File: config.mk
export PLATFORM = sky130hd
export DESIGN_NAME = pmc_regs
export DESIGN_NICKNAME = d
export VERILOG_FILES = /design/src/logic/pmc_regs.v
export VERILOG_INCLUDE_DIRS = /design/src /design/src/logic
export SDC_FILE = /design/constraint.sdc
export NUM_CORES = 1
export LEC_CHECK = 0
export ABC_AREA = 1
export CAP_MARGIN = 15
export CORE_MARGIN = 2
export CORE_UTILIZATION = 35
export CTS_BUF_LIST = sky130_fd_sc_hd__clkbuf_16
export DETAILED_ROUTE_END_ITERATION = 16
export DONT_BUFFER_PORTS = 1
export GPL_ROUTABILITY_DRIVEN = 0
export SLEW_MARGIN = 0
export SYNTH_ARGS = -nofsm -noshare
export SYNTH_HDL_FRONTEND = slang
export SYNTH_SLANG_ARGS = --single-unit
export TNS_END_PERCENT = 50
File: constraint.sdc
create_clock -name CLOCK_IN -period 2.7 [get_ports CLOCK_IN]
set_input_delay 0.27 -clock CLOCK_IN [delete_from_list [all_inputs] [get_ports CLOCK_IN]]
set_output_delay 0.27 -clock CLOCK_IN [all_outputs]
set_load 0.02 [all_outputs]
File: src/logic/pmc_defines.vh
/*
 Register offsets, field positions, reset values and bus codes for the
 misc control register bank. Assumes inclusion by bare name.
*/
`ifndef PMC_DEFINES_VH
`define PMC_DEFINES_VH

// Register indices; byte address is four times the index
`define PMC_IDX_RESET_CTRL    8'h1F
`define PMC_IDX_TEST_CHAN     8'h25
`define PMC_IDX_LINK_DROP     8'h2D
`define PMC_IDX_MIRROR        8'h31
`define PMC_IDX_MAC_PORT      8'h32
`define PMC_IDX_IRQ_STATUS    8'h40
`define PMC_IDX_IRQ_MASK      8'h41

// Control register fields
`define PMC_FULL_RESET_BIT    15
`define PMC_RESTART_BIT       14

// Test channel select field
`define PMC_TCH_ALL_BIT       7
`define PMC_TCH_SEL_HI        6
`define PMC_TCH_SEL_LO        5
`define PMC_TEST_CHAN_RST     16'h0400
`define PMC_TEST_CHAN_WMASK   16'h00E0

// Link drop register fields
`define PMC_LD_ENABLE_BIT     15
`define PMC_LD_GIG_BIT        14
`define PMC_LD_CAUSE_HI       12
`define PMC_LD_CAUSE_LO       8
`define PMC_LD_SRC_HI         4
`define PMC_LD_SRC_LO         0

// Mirror register
`define PMC_MIRROR_RST        16'h0004
`define PMC_MIRROR_BIT        0

// Mac port control fields
`define PMC_MAC_EN_BIT        7
`define PMC_RX_HALF_HI        6
`define PMC_RX_HALF_LO        5
`define PMC_TX_HALF_HI        4
`define PMC_TX_HALF_LO        3
`define PMC_MAC_PORT_RST      8'hD0

// Interrupt status bits
`define PMC_IRQ_WIDTH         5

// Width of restart pulse in clock cycles
`define PMC_RESET_PULSE_CYC   4'h8

// Bus responses
`define PMC_RESP_OKAY         2'h0
`define PMC_RESP_SLVERR       2'h2

`endif

File: src/logic/pmc_regs.v
/*
 Misc control register bank of an Ethernet transceiver, reached over
 AXI4-Lite. Assumes a single 125 MHz clock, drop events from the PHY
 core as asynchronous levels/pulses, and a core that honours the reset
 and control outputs.
*/
// Notes on behaviour
// RULE1: Bit 15 write: full reset, registers default
// RULE2: Bit 14 write: core restart, registers kept
// RULE3: Control bits 13:0 ignore writes, read zero
// RULE4: Select bit 7 drives all four channels
// RULE5: Bits 6:5 pick channel A to D
// RULE6: Link drop enable bit, resets zero
// RULE7: Gigabit link drop configuration bit
// RULE8: Cause bits 12:8 latch on drop
// RULE9: Cause map: sync, rx, mlt3, snr, energy
// RULE10: Cause latches only if source enabled
// RULE11: Bits 4:0 enable each drop source
// RULE12: Mirror bit 0 enables port mirroring
// RULE13: Mac interface enable bit, defaults one
// RULE14: Receive fifo half level, default 10
// RULE15: Transmit fifo half level, default 10
// RULE16: Transmit level sets fifo half point
// RULE17: Cause bits clear on read, relatch
`timescale 1ns/1ps
`include "pmc_defines.vh"

module pmc_regs (
	// Clock and reset
	input  wire        CLOCK_IN,
	input  wire        ARST_N_IN,
	// AXI4-Lite write
	input  wire [31:0] AWADDR_IN,
	input  wire        AWVALID_IN,
	output reg         AWREADY_OUT,
	input  wire [31:0] WDATA_IN,
	input  wire [3:0]  WSTRB_IN,
	input  wire        WVALID_IN,
	output reg         WREADY_OUT,
	output reg  [1:0]  BRESP_OUT,
	output reg         BVALID_OUT,
	input  wire        BREADY_IN,
	// AXI4-Lite read
	input  wire [31:0] ARADDR_IN,
	input  wire        ARVALID_IN,
	output reg         ARREADY_OUT,
	output reg  [31:0] RDATA_OUT,
	output reg  [1:0]  RRESP_OUT,
	output reg         RVALID_OUT,
	input  wire        RREADY_IN,
	// Drop criteria from the PHY core
	input  wire [4:0]  DROP_EVENT_IN,
	// Controls to the PHY core
	output reg         CORE_RESET_OUT,
	output reg  [3:0]  TEST_CHAN_EN_OUT,
	output reg         LINK_DROP_ENABLE_OUT,
	output reg         LINK_DROP_GIGABIT_CFG_OUT,
	output reg  [4:0]  LINK_DROP_SOURCE_MASK_OUT,
	output reg         PORT_MIRROR_OUT,
	output reg         MAC_PORT_ENABLE_OUT,
	output reg  [1:0]  RX_FIFO_HALF_LEVEL_OUT,
	output reg  [1:0]  TX_FIFO_HALF_LEVEL_OUT,
	// Interrupt
	output reg         IRQ_OUT
);

	localparam ST_IDLE = 3'b001;
	localparam ST_BRSP = 3'b010;
	localparam ST_RRSP = 3'b100;

	// Reset value of the mac port control register
	localparam [7:0] MAC_RST = `PMC_MAC_PORT_RST;
	// One-hot enable of test channel A
	localparam [3:0] CHAN_A  = 4'h1;

	reg [2:0]  wstate;
	reg [2:0]  rstate;
	reg        aw_held;
	reg        w_held;
	reg [31:0] aw_addr;
	reg [31:0] w_data;
	reg [3:0]  w_strb;
	reg [4:0]  ev_meta;
	reg [4:0]  ev_sync;
	reg [4:0]  ev_prev;
	reg        test_all;
	reg [1:0]  test_sel;
	reg        ld_enable;
	reg        ld_gig;
	reg [4:0]  ld_cause;
	reg [4:0]  ld_src;
	reg        mirror_en;
	reg        mac_en;
	reg [1:0]  rx_half;
	reg [1:0]  tx_half;
	reg [4:0]  irq_status;
	reg [4:0]  irq_mask;
	reg [3:0]  rst_count;
	reg        soft_full_reset;
	reg [15:0] next_rdata;
	reg [1:0]  next_rresp;

	// Register index from a byte address; 0xFF marks a bad address
	function [7:0] reg_index;
		input [31:0] addr;
		begin
			if (addr[1:0] != 2'h0 || addr[31:10] != 22'h0)
				reg_index = 8'hFF;
			else
				reg_index = addr[9:2];
		end
	endfunction

	// Whether an index names a mapped register
	function mapped;
		input [7:0] idx;
		begin
			case (idx)
				`PMC_IDX_RESET_CTRL, `PMC_IDX_TEST_CHAN, `PMC_IDX_LINK_DROP,
				`PMC_IDX_MIRROR, `PMC_IDX_MAC_PORT, `PMC_IDX_IRQ_STATUS,
				`PMC_IDX_IRQ_MASK: mapped = 1'b1;
				default: mapped = 1'b0;
			endcase
		end
	endfunction

	wire       aw_have = aw_held | (AWVALID_IN & AWREADY_OUT);
	wire       w_have  = w_held | (WVALID_IN & WREADY_OUT);
	wire [31:0] cur_aw = aw_held ? aw_addr : AWADDR_IN;
	wire [31:0] cur_wd = w_held ? w_data : WDATA_IN;
	wire [3:0]  cur_ws = w_held ? w_strb : WSTRB_IN;
	wire        do_write = (wstate == ST_IDLE) && aw_have && w_have;
	wire [7:0]  widx = reg_index(cur_aw);
	wire        wlo = cur_ws[0];
	wire        whi = cur_ws[1];
	wire        rd_take = ARVALID_IN & ARREADY_OUT;
	wire [7:0]  ridx = reg_index(ARADDR_IN);
	// Self-clearing commands act on the write and are never stored
	wire        wr_full_reset = do_write && widx == `PMC_IDX_RESET_CTRL && whi
		&& cur_wd[`PMC_FULL_RESET_BIT];
	wire        wr_restart = do_write && widx == `PMC_IDX_RESET_CTRL && whi
		&& cur_wd[`PMC_RESTART_BIT];
	wire [4:0]  ev_rise = ev_sync & ~ev_prev;
	wire [4:0]  ev_hit = ev_rise & ld_src & {5{ld_enable}}; // RULE10

	// Read mux
	always @* begin
		next_rdata = 16'h0000;
		next_rresp = `PMC_RESP_OKAY;
		case (ridx)
			`PMC_IDX_RESET_CTRL: next_rdata = 16'h0000; // RULE3
			`PMC_IDX_TEST_CHAN:
				next_rdata = `PMC_TEST_CHAN_RST | {8'h00, test_all, test_sel, 5'h00};
			`PMC_IDX_LINK_DROP:
				next_rdata = {ld_enable, ld_gig, 1'b0, ld_cause, 3'h0, ld_src}; // RULE9
			`PMC_IDX_MIRROR: next_rdata = `PMC_MIRROR_RST | {15'h0000, mirror_en};
			`PMC_IDX_MAC_PORT: next_rdata = {8'h00, mac_en, rx_half, tx_half, 3'h0};
			`PMC_IDX_IRQ_STATUS: next_rdata = {11'h000, irq_status};
			`PMC_IDX_IRQ_MASK: next_rdata = {11'h000, irq_mask};
			default: next_rresp = `PMC_RESP_SLVERR;
		endcase
	end

	// Event synchroniser
	always @(posedge CLOCK_IN or negedge ARST_N_IN) begin
		if (!ARST_N_IN) begin
			ev_meta <= 5'h00;
			ev_sync <= 5'h00;
			ev_prev <= 5'h00;
		end else begin
			ev_meta <= DROP_EVENT_IN;
			ev_sync <= ev_meta;
			ev_prev <= ev_sync;
		end
	end

	// Bus handshakes
	always @(posedge CLOCK_IN or negedge ARST_N_IN) begin
		if (!ARST_N_IN) begin
			wstate      <= ST_IDLE;
			rstate      <= ST_IDLE;
			aw_held     <= 1'b0;
			w_held      <= 1'b0;
			aw_addr     <= 32'h00000000;
			w_data      <= 32'h00000000;
			w_strb      <= 4'h0;
			AWREADY_OUT <= 1'b1;
			WREADY_OUT  <= 1'b1;
			BVALID_OUT  <= 1'b0;
			BRESP_OUT   <= `PMC_RESP_OKAY;
			ARREADY_OUT <= 1'b1;
			RVALID_OUT  <= 1'b0;
			RRESP_OUT   <= `PMC_RESP_OKAY;
			RDATA_OUT   <= 32'h00000000;
		end else begin
			case (wstate)
				ST_IDLE: begin
					if (do_write) begin
						wstate      <= ST_BRSP;
						aw_held     <= 1'b0;
						w_held      <= 1'b0;
						AWREADY_OUT <= 1'b0;
						WREADY_OUT  <= 1'b0;
						BVALID_OUT  <= 1'b1;
						BRESP_OUT   <= mapped(widx) ? `PMC_RESP_OKAY : `PMC_RESP_SLVERR;
					end else begin
						if (AWVALID_IN & AWREADY_OUT) begin
							aw_held     <= 1'b1;
							aw_addr     <= AWADDR_IN;
							AWREADY_OUT <= 1'b0;
						end
						if (WVALID_IN & WREADY_OUT) begin
							w_held     <= 1'b1;
							w_data     <= WDATA_IN;
							w_strb     <= WSTRB_IN;
							WREADY_OUT <= 1'b0;
						end
					end
				end
				ST_BRSP: begin
					if (BREADY_IN) begin
						wstate      <= ST_IDLE;
						BVALID_OUT  <= 1'b0;
						AWREADY_OUT <= 1'b1;
						WREADY_OUT  <= 1'b1;
					end
				end
				default: wstate <= ST_IDLE;
			endcase
			case (rstate)
				ST_IDLE: begin
					if (rd_take) begin
						rstate      <= ST_RRSP;
						ARREADY_OUT <= 1'b0;
						RVALID_OUT  <= 1'b1;
						RDATA_OUT   <= {16'h0000, next_rdata};
						RRESP_OUT   <= next_rresp;
					end
				end
				ST_RRSP: begin
					if (RREADY_IN) begin
						rstate      <= ST_IDLE;
						RVALID_OUT  <= 1'b0;
						ARREADY_OUT <= 1'b1;
					end
				end
				default: rstate <= ST_IDLE;
			endcase
		end
	end

	// Reset pulse for the core; full reset also restores registers
	always @(posedge CLOCK_IN or negedge ARST_N_IN) begin
		if (!ARST_N_IN) begin
			rst_count       <= 4'h0;
			soft_full_reset <= 1'b0;
			CORE_RESET_OUT  <= 1'b0;
		end else begin
			soft_full_reset <= wr_full_reset; // RULE1
			if (wr_full_reset | wr_restart) begin
				rst_count      <= `PMC_RESET_PULSE_CYC; // RULE2
				CORE_RESET_OUT <= 1'b1;
			end else if (rst_count != 4'h0) begin
				rst_count      <= rst_count - 4'h1;
				CORE_RESET_OUT <= (rst_count != 4'h1);
			end else begin
				CORE_RESET_OUT <= 1'b0;
			end
		end
	end

	// Writable registers
	always @(posedge CLOCK_IN or negedge ARST_N_IN) begin
		if (!ARST_N_IN) begin
			test_all  <= 1'b0;
			test_sel  <= 2'h0;
			ld_enable <= 1'b0;
			ld_gig    <= 1'b0;
			ld_src    <= 5'h00;
			mirror_en <= 1'b0;
			mac_en    <= MAC_RST[`PMC_MAC_EN_BIT];
			rx_half   <= MAC_RST[`PMC_RX_HALF_HI:`PMC_RX_HALF_LO];
			tx_half   <= MAC_RST[`PMC_TX_HALF_HI:`PMC_TX_HALF_LO];
			irq_mask  <= 5'h00;
		end else if (soft_full_reset) begin
			test_all  <= 1'b0; // RULE1
			test_sel  <= 2'h0;
			ld_enable <= 1'b0;
			ld_gig    <= 1'b0;
			ld_src    <= 5'h00;
			mirror_en <= 1'b0;
			mac_en    <= MAC_RST[`PMC_MAC_EN_BIT];
			rx_half   <= MAC_RST[`PMC_RX_HALF_HI:`PMC_RX_HALF_LO];
			tx_half   <= MAC_RST[`PMC_TX_HALF_HI:`PMC_TX_HALF_LO];
			irq_mask  <= 5'h00;
		end else if (do_write) begin
			// Lower byte fields
			if (wlo) begin
				case (widx)
					`PMC_IDX_TEST_CHAN: begin
						test_all <= cur_wd[`PMC_TCH_ALL_BIT];
						test_sel <= cur_wd[`PMC_TCH_SEL_HI:`PMC_TCH_SEL_LO];
					end
					`PMC_IDX_LINK_DROP: ld_src <= cur_wd[`PMC_LD_SRC_HI:`PMC_LD_SRC_LO]; // RULE11
					`PMC_IDX_MIRROR: mirror_en <= cur_wd[`PMC_MIRROR_BIT]; // RULE12
					`PMC_IDX_MAC_PORT: begin
						mac_en  <= cur_wd[`PMC_MAC_EN_BIT]; // RULE13
						rx_half <= cur_wd[`PMC_RX_HALF_HI:`PMC_RX_HALF_LO]; // RULE14
						tx_half <= cur_wd[`PMC_TX_HALF_HI:`PMC_TX_HALF_LO]; // RULE15
					end
					`PMC_IDX_IRQ_MASK: irq_mask <= cur_wd[4:0];
					default: ;
				endcase
			end
			// Upper byte holds the link drop enable and gigabit bits
			if (whi && widx == `PMC_IDX_LINK_DROP) begin
				ld_enable <= cur_wd[`PMC_LD_ENABLE_BIT]; // RULE6
				ld_gig    <= cur_wd[`PMC_LD_GIG_BIT]; // RULE7
			end
		end
	end

	// Latched causes and interrupt status; a new event wins over the read clear
	always @(posedge CLOCK_IN or negedge ARST_N_IN) begin
		if (!ARST_N_IN) begin
			ld_cause   <= 5'h00;
			irq_status <= 5'h00;
		end else if (soft_full_reset) begin
			ld_cause   <= 5'h00;
			irq_status <= 5'h00;
		end else begin
			if (rd_take && ridx == `PMC_IDX_LINK_DROP)
				ld_cause <= ev_hit; // RULE17
			else
				ld_cause <= ld_cause | ev_hit; // RULE8
			if (rd_take && ridx == `PMC_IDX_IRQ_STATUS)
				irq_status <= ev_hit;
			else
				irq_status <= irq_status | ev_hit;
		end
	end

	// Registered outputs to the core
	always @(posedge CLOCK_IN or negedge ARST_N_IN) begin
		if (!ARST_N_IN) begin
			TEST_CHAN_EN_OUT          <= CHAN_A;
			LINK_DROP_ENABLE_OUT      <= 1'b0;
			LINK_DROP_GIGABIT_CFG_OUT <= 1'b0;
			LINK_DROP_SOURCE_MASK_OUT <= 5'h00;
			PORT_MIRROR_OUT           <= 1'b0;
			MAC_PORT_ENABLE_OUT       <= MAC_RST[`PMC_MAC_EN_BIT];
			RX_FIFO_HALF_LEVEL_OUT    <= MAC_RST[`PMC_RX_HALF_HI:`PMC_RX_HALF_LO];
			TX_FIFO_HALF_LEVEL_OUT    <= MAC_RST[`PMC_TX_HALF_HI:`PMC_TX_HALF_LO];
			IRQ_OUT                   <= 1'b0;
		end else begin
			// Select bit 7 overrides the single-channel code
			if (test_all)
				TEST_CHAN_EN_OUT <= 4'hF; // RULE4
			else
				TEST_CHAN_EN_OUT <= CHAN_A << test_sel; // RULE5
			LINK_DROP_ENABLE_OUT      <= ld_enable;
			LINK_DROP_GIGABIT_CFG_OUT <= ld_gig;
			LINK_DROP_SOURCE_MASK_OUT <= ld_src;
			PORT_MIRROR_OUT           <= mirror_en;
			MAC_PORT_ENABLE_OUT       <= mac_en;
			RX_FIFO_HALF_LEVEL_OUT    <= rx_half;
			TX_FIFO_HALF_LEVEL_OUT    <= tx_half; // RULE16
			IRQ_OUT                   <= |(irq_status & irq_mask);
		end
	end

endmodule // pmc_regs

---- Yosys cells after proc, flatten, opt, wreduce, memory -nomap -nowiden ----
Cells that the tools add are included.
word-level totals
  bits in registers ....................... 153
  input port bits ......................... 112
  logic and storage cells ................. 217
operators by class
  add/sub/neg operators ................... 1
  eq/ne operators ......................... 25
  shift operators ......................... 1
  mux-type cells .......................... 84
  bitwise gates (word level) .............. 14
  reduce and logical (&&, ||, !) cells .... 50
operators with widths
  cell                                                  number
  one-hot mux 16 bit (6 select lines)                   1
  equality test 8 x 6 -> 1 bit (second input constant)  8
  2-to-1 mux 5 bit                                      12
  nonzero test 22 bit                                   2
  2-to-1 mux 1 bit                                      38
  AND reduction 3 bit                                   11
  equality test 8 x 7 -> 1 bit (second input constant)  4
  2-to-1 mux 32 bit                                     1
  2-to-1 mux 2 bit                                      15
  nonzero test 2 bit                                    15
  AND 5 bit                                             4
  equality test 8 x 5 -> 1 bit (second input constant)  2
  2-to-1 mux 16 bit                                     1
  2-to-1 mux 8 bit                                      2
  AND reduction 2 bit                                   7
  OR reduction 7 bit                                    2
  2-to-1 mux 3 bit                                      4
  2-to-1 mux 4 bit                                      3
  one-hot mux 3 bit (2 select lines)                    2
  OR 5 bit                                              2
  one-hot mux 1 bit (2 select lines)                    5
  logical AND 1 bit                                     9
  != test 2 bit (second input constant)                 4
  equality test 3 x 1 -> 1 bit (second input constant)  2
  13 further kinds                                      19

---- Longest topological paths before layout ----
  depth in word-level cells ............... 10
  gate-level depth with buffers ........... 14
  mapped depth without buffers ............ 14

---- Worst setup path after synthesis ----
Ideal clock, no wire load.
  path type ............................... register to register
  start point ............................. reg wstate[0]
  end point ............................... reg aw_addr[10]
  arrival time ............................ 1,747 ps
  data required time ...................... 2,575 ps
  slack ................................... 829 ps
  stages on the path, launching flop included .. 10
  cells stage by stage .................... dfstp_2 inv_1 nor2_1 inv_1 a21oi_1 nand2_1 buf_2 nand2_1 buf_2 mux2_2
between the ends
  cells in the longest elaborated chain, start to end .. 5
RTL lines
  what                                      RTL line                        text
  start: declaration                        pmc_regs.v:76                   reg [2:0] wstate;
  start signal: assignment                  pmc_regs.v:180                  wstate <= ST_IDLE;
  start signal: assignment                  pmc_regs.v:199                  wstate <= ST_BRSP;
  start signal: assignment                  pmc_regs.v:222                  wstate <= ST_IDLE;
  equality test 3 x 1 -> 1 bit (*)          pmc_regs.v:132, pmc_regs.v:196
  logical AND 1 bit (2 in series)           pmc_regs.v:132                  wire do_write = (wstate == ST_IDLE) && aw_have && w_have;
  inverter 1 bit (no source line)           -
  AND reduction 3 bit (no source line) (*)  -
  end signal: assignment                    pmc_regs.v:184                  aw_addr <= 32'h00000000;
  end signal: assignment                    pmc_regs.v:209                  aw_addr <= AWADDR_IN;
  end: declaration                          pmc_regs.v:80                   reg [31:0] aw_addr;
Every way passes the cells marked *; elsewhere a longest branch is shown, timed or not.
A chain may end at the register's enable or synchronous reset.

---- Final worst setup path ----
  start point ............................. reg aw_held
  end point ............................... reg aw_addr[0]
between the ends
  cells in the longest elaborated chain, start to end .. 5
RTL lines
  what                                  RTL line        text
  start: declaration                    pmc_regs.v:78   reg aw_held;
  start signal: assignment              pmc_regs.v:182  aw_held <= 1'b0;
  start signal: assignment              pmc_regs.v:200  aw_held <= 1'b0;
  start signal: assignment              pmc_regs.v:208  aw_held <= 1'b1;
  OR 1 bit                              pmc_regs.v:127  wire aw_have = aw_held | (AWVALID_IN & AWREADY_OUT);
  logical AND 1 bit (2 in series)       pmc_regs.v:132
  inverter 1 bit (no source line)       -
  AND reduction 3 bit (no source line)  -
No other way between the ends.

==> flow_summary.yaml <==
status:
  status: "finished, violations left"
  failed_checks: "hold timing"
global_routing:
  grt_pass1_vias: 4866
  grtUsageTotal_pct: 15.8
  gr-total-overflow: 0
  antenna_found_initial: 1
  grt_max_degree: 143
  grt_first_pass_wirelength_um: 24600
die:
  start_util_pct: 35.7
  rows: 49
  die_y_um: 140
  ios: 172
  fp.dieW_um: 140
  dieArea_um2: 19500
  core_area_um2: 18000
synthesis:
  yosys.area_share.simple_pct: 24.1
  synth.area.mux_share_pct: 3.99
  avgSynthCellArea_um2: 8.71
  post-synth-top-area-cell: "dfrtp_1"
  yosys.cell_types.count: 42
  synthTopCellsByArea: "dfrtp_1, nand2_1, nor2_1"
  synth_top_family_by_area: "simple AND/OR/NAND/NOR gates"
  syn_inst: 739
  synth_seq_cells: 142
  synth_compound_area_share_pct: 7.84
  synth_fa_ha_area_share_pct: 0.583
  synth-xor-area-share_pct: 0.272
  synthesis.area_um2: 6430
  seq_area_frac_synth_pct: 55.5
  yosys.area.top_type_share_pct: 50.6
  yosysWarnings: 0
sta:
  hold_viol: 142
  grt_setup_unrepaired: "no"
  fmax_ghz: 0.429
  slew_violations: 0
  setup_viol: 0
  tns_ns: 0
  min_period_ns: 2.33
  fin_crit_sh_pct: 86.3
  tightestPinTransition_ns: 0.633
  skew_ns: 0.0128
  fin_hold_ws_ns: -0.454
  max-slew-margin-rel_pct: 57.7
finish:
  syn_to_final_growth_pct: 16.4
  instances_no_fill: 1016
  finalNetCount: 888
  drive_above_1_share_pct: 11.2
placed_design:
  dp_hpwl_um: 10200
  placed_cells: 956
  portBuffers: 0
routing:
  dr.max_layer_used: "met4"
  met2_length_um: 6880
  drcViolationCount: 0
  wl_per_cell_um: 14.4
  vias: 4834
  wl_met3_um: 962
  detail_route.iter0.violations: 212
  antenna_left: 0
  vias_per_cell: 4.76
  wl_met1_um: 6650
  firstDrtPassIters: 4
  wirelength_um: 14700
pwr:
  ir_drop_uv: 571
  power_per_cell_area_nw_per_um2: 865
  p_leak_nw: 3.65
cts:
  cts.htree.levels: 4
  cts_tree: "built"
  clkSinkCount: 142
  cts_made_buffers: 17
  root_buffer: "clkbuf_16"
  hold_buffers: 27
  cts.path.max_buffers: 2
  path_clk_slew_ns: 0.06
  clock_latency_ns: 0.42
  postCtsSetupBuffers: 0
run:
  cap_violations: 0
worst_setup_path:
  startpoint: "aw_held"
  critical_path_class: "reg -> reg"
  r2r_slack_ns: 0.37
  rr_endpoint: "aw_addr[0]"
  r2r-start: "aw_held"
  critPathMaxFanout: 29
  start_kind: "flip-flop"
  r2r_cells: 9
  worstPathArrival_ns: 2.66
  worstPathRequired_ns: 3.03
  critPathCaptureType: "flip-flop"
hold_path:
  hold_class: "in -> async"
## cell usage after synthesis
library cell and count:
buf_6 1, or2_2 3, nand3_1 53, buf_1 3, and2_1 1, nor3_1 11, o21ai_1 3, a211oi_2 1
a21boi_0 1, nand4_1 15, xor2_1 1, o31ai_1 1, conb_1 1, a2bb2oi_1 1, a21oi_2 1, o21bai_1 1
dfrtp_1 130, nor3b_1 2, nor2_2 3, clkinv_1 1, buf_4 20, nand3b_1 3, mux2_2 21, nor2_1 99
nor2_4 1, o21ai_0 61, a21oi_1 19, nand3_2 1, mux2i_1 2, ha_1 3, a221oi_1 1, xnor2_1 1
inv_1 68, inv_2 2, buf_2 6, clkbuf_1 8, nand2_2 3, dfstp_2 12, o22ai_1 2, nor4_1 1
o211ai_1 2, nand2_1 169
## cells by family after synthesis
group                    count (synthesis)
AO/OA/AOI/OAI                           94
XOR/XNOR                                 2
adder cells (fa/ha/maj)                  3
buffers and inverters                  109
flip-flops                             142
multiplexers                            23
other                                    1
AND/OR/NAND/NOR                        365
## cell type report
cell class              count  area [µm²]
repair buffers             35         330
clock inverters            15         176
fillers                  1813       10500
inverters                  71         267
clock buffers              17         425
diodes                      1        2.50
well taps                 229         287
flip-flops and latches    142        3570
multi-input cells         506        2430
## worst max-delay path by stage
stage	end	slack, ns	cells after the start
after floorplan	aw_addr[10]	0.83	9
final	aw_addr[0]	0.37	9
after CTS	irq_mask[0]	0.23	12
after global placement	irq_mask[0]	0.25	12
after global routing	aw_addr[0]	0.02	9
after detailed placement	ld_src[0]	0.25	12
## metal layers
metal | GRT usage (%) | up-vias
li1 | - | 2422
met1 | 20.5 | 2258
met2 | 25.4 | 134
met3 | 5.06 | 20
met4 | 4.63 | 0
met5 | 0 | -
## cell usage in the layout (no fill, tap or decap), types with 2 or more instances in the layout
| cell | netlist | final |
|---|---|---|
| a21oi_1 | 19 | 19 |
| buf_4 | 20 | 8 |
| bufinv_16 | 0 | 2 |
| clkbuf_16 | 0 | 17 |
| clkinv_1 | 1 | 2 |
| clkinv_4 | 0 | 2 |
| conb_1 | 1 | 19 |
| dfrtp_1 | 130 | 129 |
| dfstp_2 | 12 | 12 |
| dlygate4sd3_1 | 0 | 27 |
| ha_1 | 3 | 3 |
| inv_1 | 68 | 68 |
| inv_2 | 2 | 2 |
| inv_6 | 0 | 3 |
| inv_8 | 0 | 5 |
| mux2_2 | 21 | 21 |
| mux2i_1 | 2 | 2 |
| nand2_1 | 169 | 169 |
| nand2_2 | 3 | 3 |
| nand3_1 | 53 | 53 |
| nand3b_1 | 3 | 3 |
| nand4_1 | 15 | 15 |
| nor2_1 | 99 | 99 |
| nor2_2 | 3 | 3 |
| nor3_1 | 11 | 11 |
| nor3b_1 | 2 | 2 |
| o211ai_1 | 2 | 2 |
| o21ai_0 | 61 | 61 |
| o21ai_1 | 3 | 3 |
| o22ai_1 | 2 | 2 |
| or2_2 | 3 | 3 |
## state kept, by name, indices dropped and copies added (netlist names), 4 cells and up
signal and cells:
aw_addr 32, RDATA_OUT 15, w_data 10, LINK_DROP_SOURCE_MASK_OUT 5, ev_meta 5, ev_prev 5
ev_sync 5, irq_mask 5, irq_status 5, ld_cause 5, ld_src 5, TEST_CHAN_EN_OUT 4
rst_count 4
## what timing repair did
item,CTS,global route
resized for setup,0,1
endpoints found under the setup margin,0,24
hold endpoints to repair,169,142
## metrics by stage
| stage | worst slack [ns] | hold slack, ns | util (%) | total power, mW | instance area (µm²) |
|---|---|---|---|---|---|
| after floorplan | 0.829 | -0.0256 | - | 3.85 | 6500 |
| after global placement | 0.254 | -0.0233 | 36.7 | 4.07 | 6620 |
| after detailed placement | 0.247 | -0.0233 | 36.7 | 4.11 | 6620 |
| after CTS | 0.230 | -0.474 | 41.5 | 6.56 | 7490 |
| after global routing | 0.0229 | -0.482 | 41.6 | 6.90 | 7490 |
| final | 0.371 | -0.454 | 41.6 | 6.48 | 7490 |
## power by group
part	internal, mW	switching [mW]
logic	0.526	0.706
clock network	1.40	0.985
registers	2.57	0.297
total	4.49	1.99
## critical path: stages (launching register included)
cell,delay [ns]
dfrtp_2,0.50
inv_2,0.18
a21oi_1,0.09
nand2_1,0.34
o21ai_0,0.27
nand2_1,0.11
buf_4,0.31
buf_4,0.30
nand2_1,0.07
o21ai_0,0.08
Note: power is estimated with default switching activity, not from simulation.
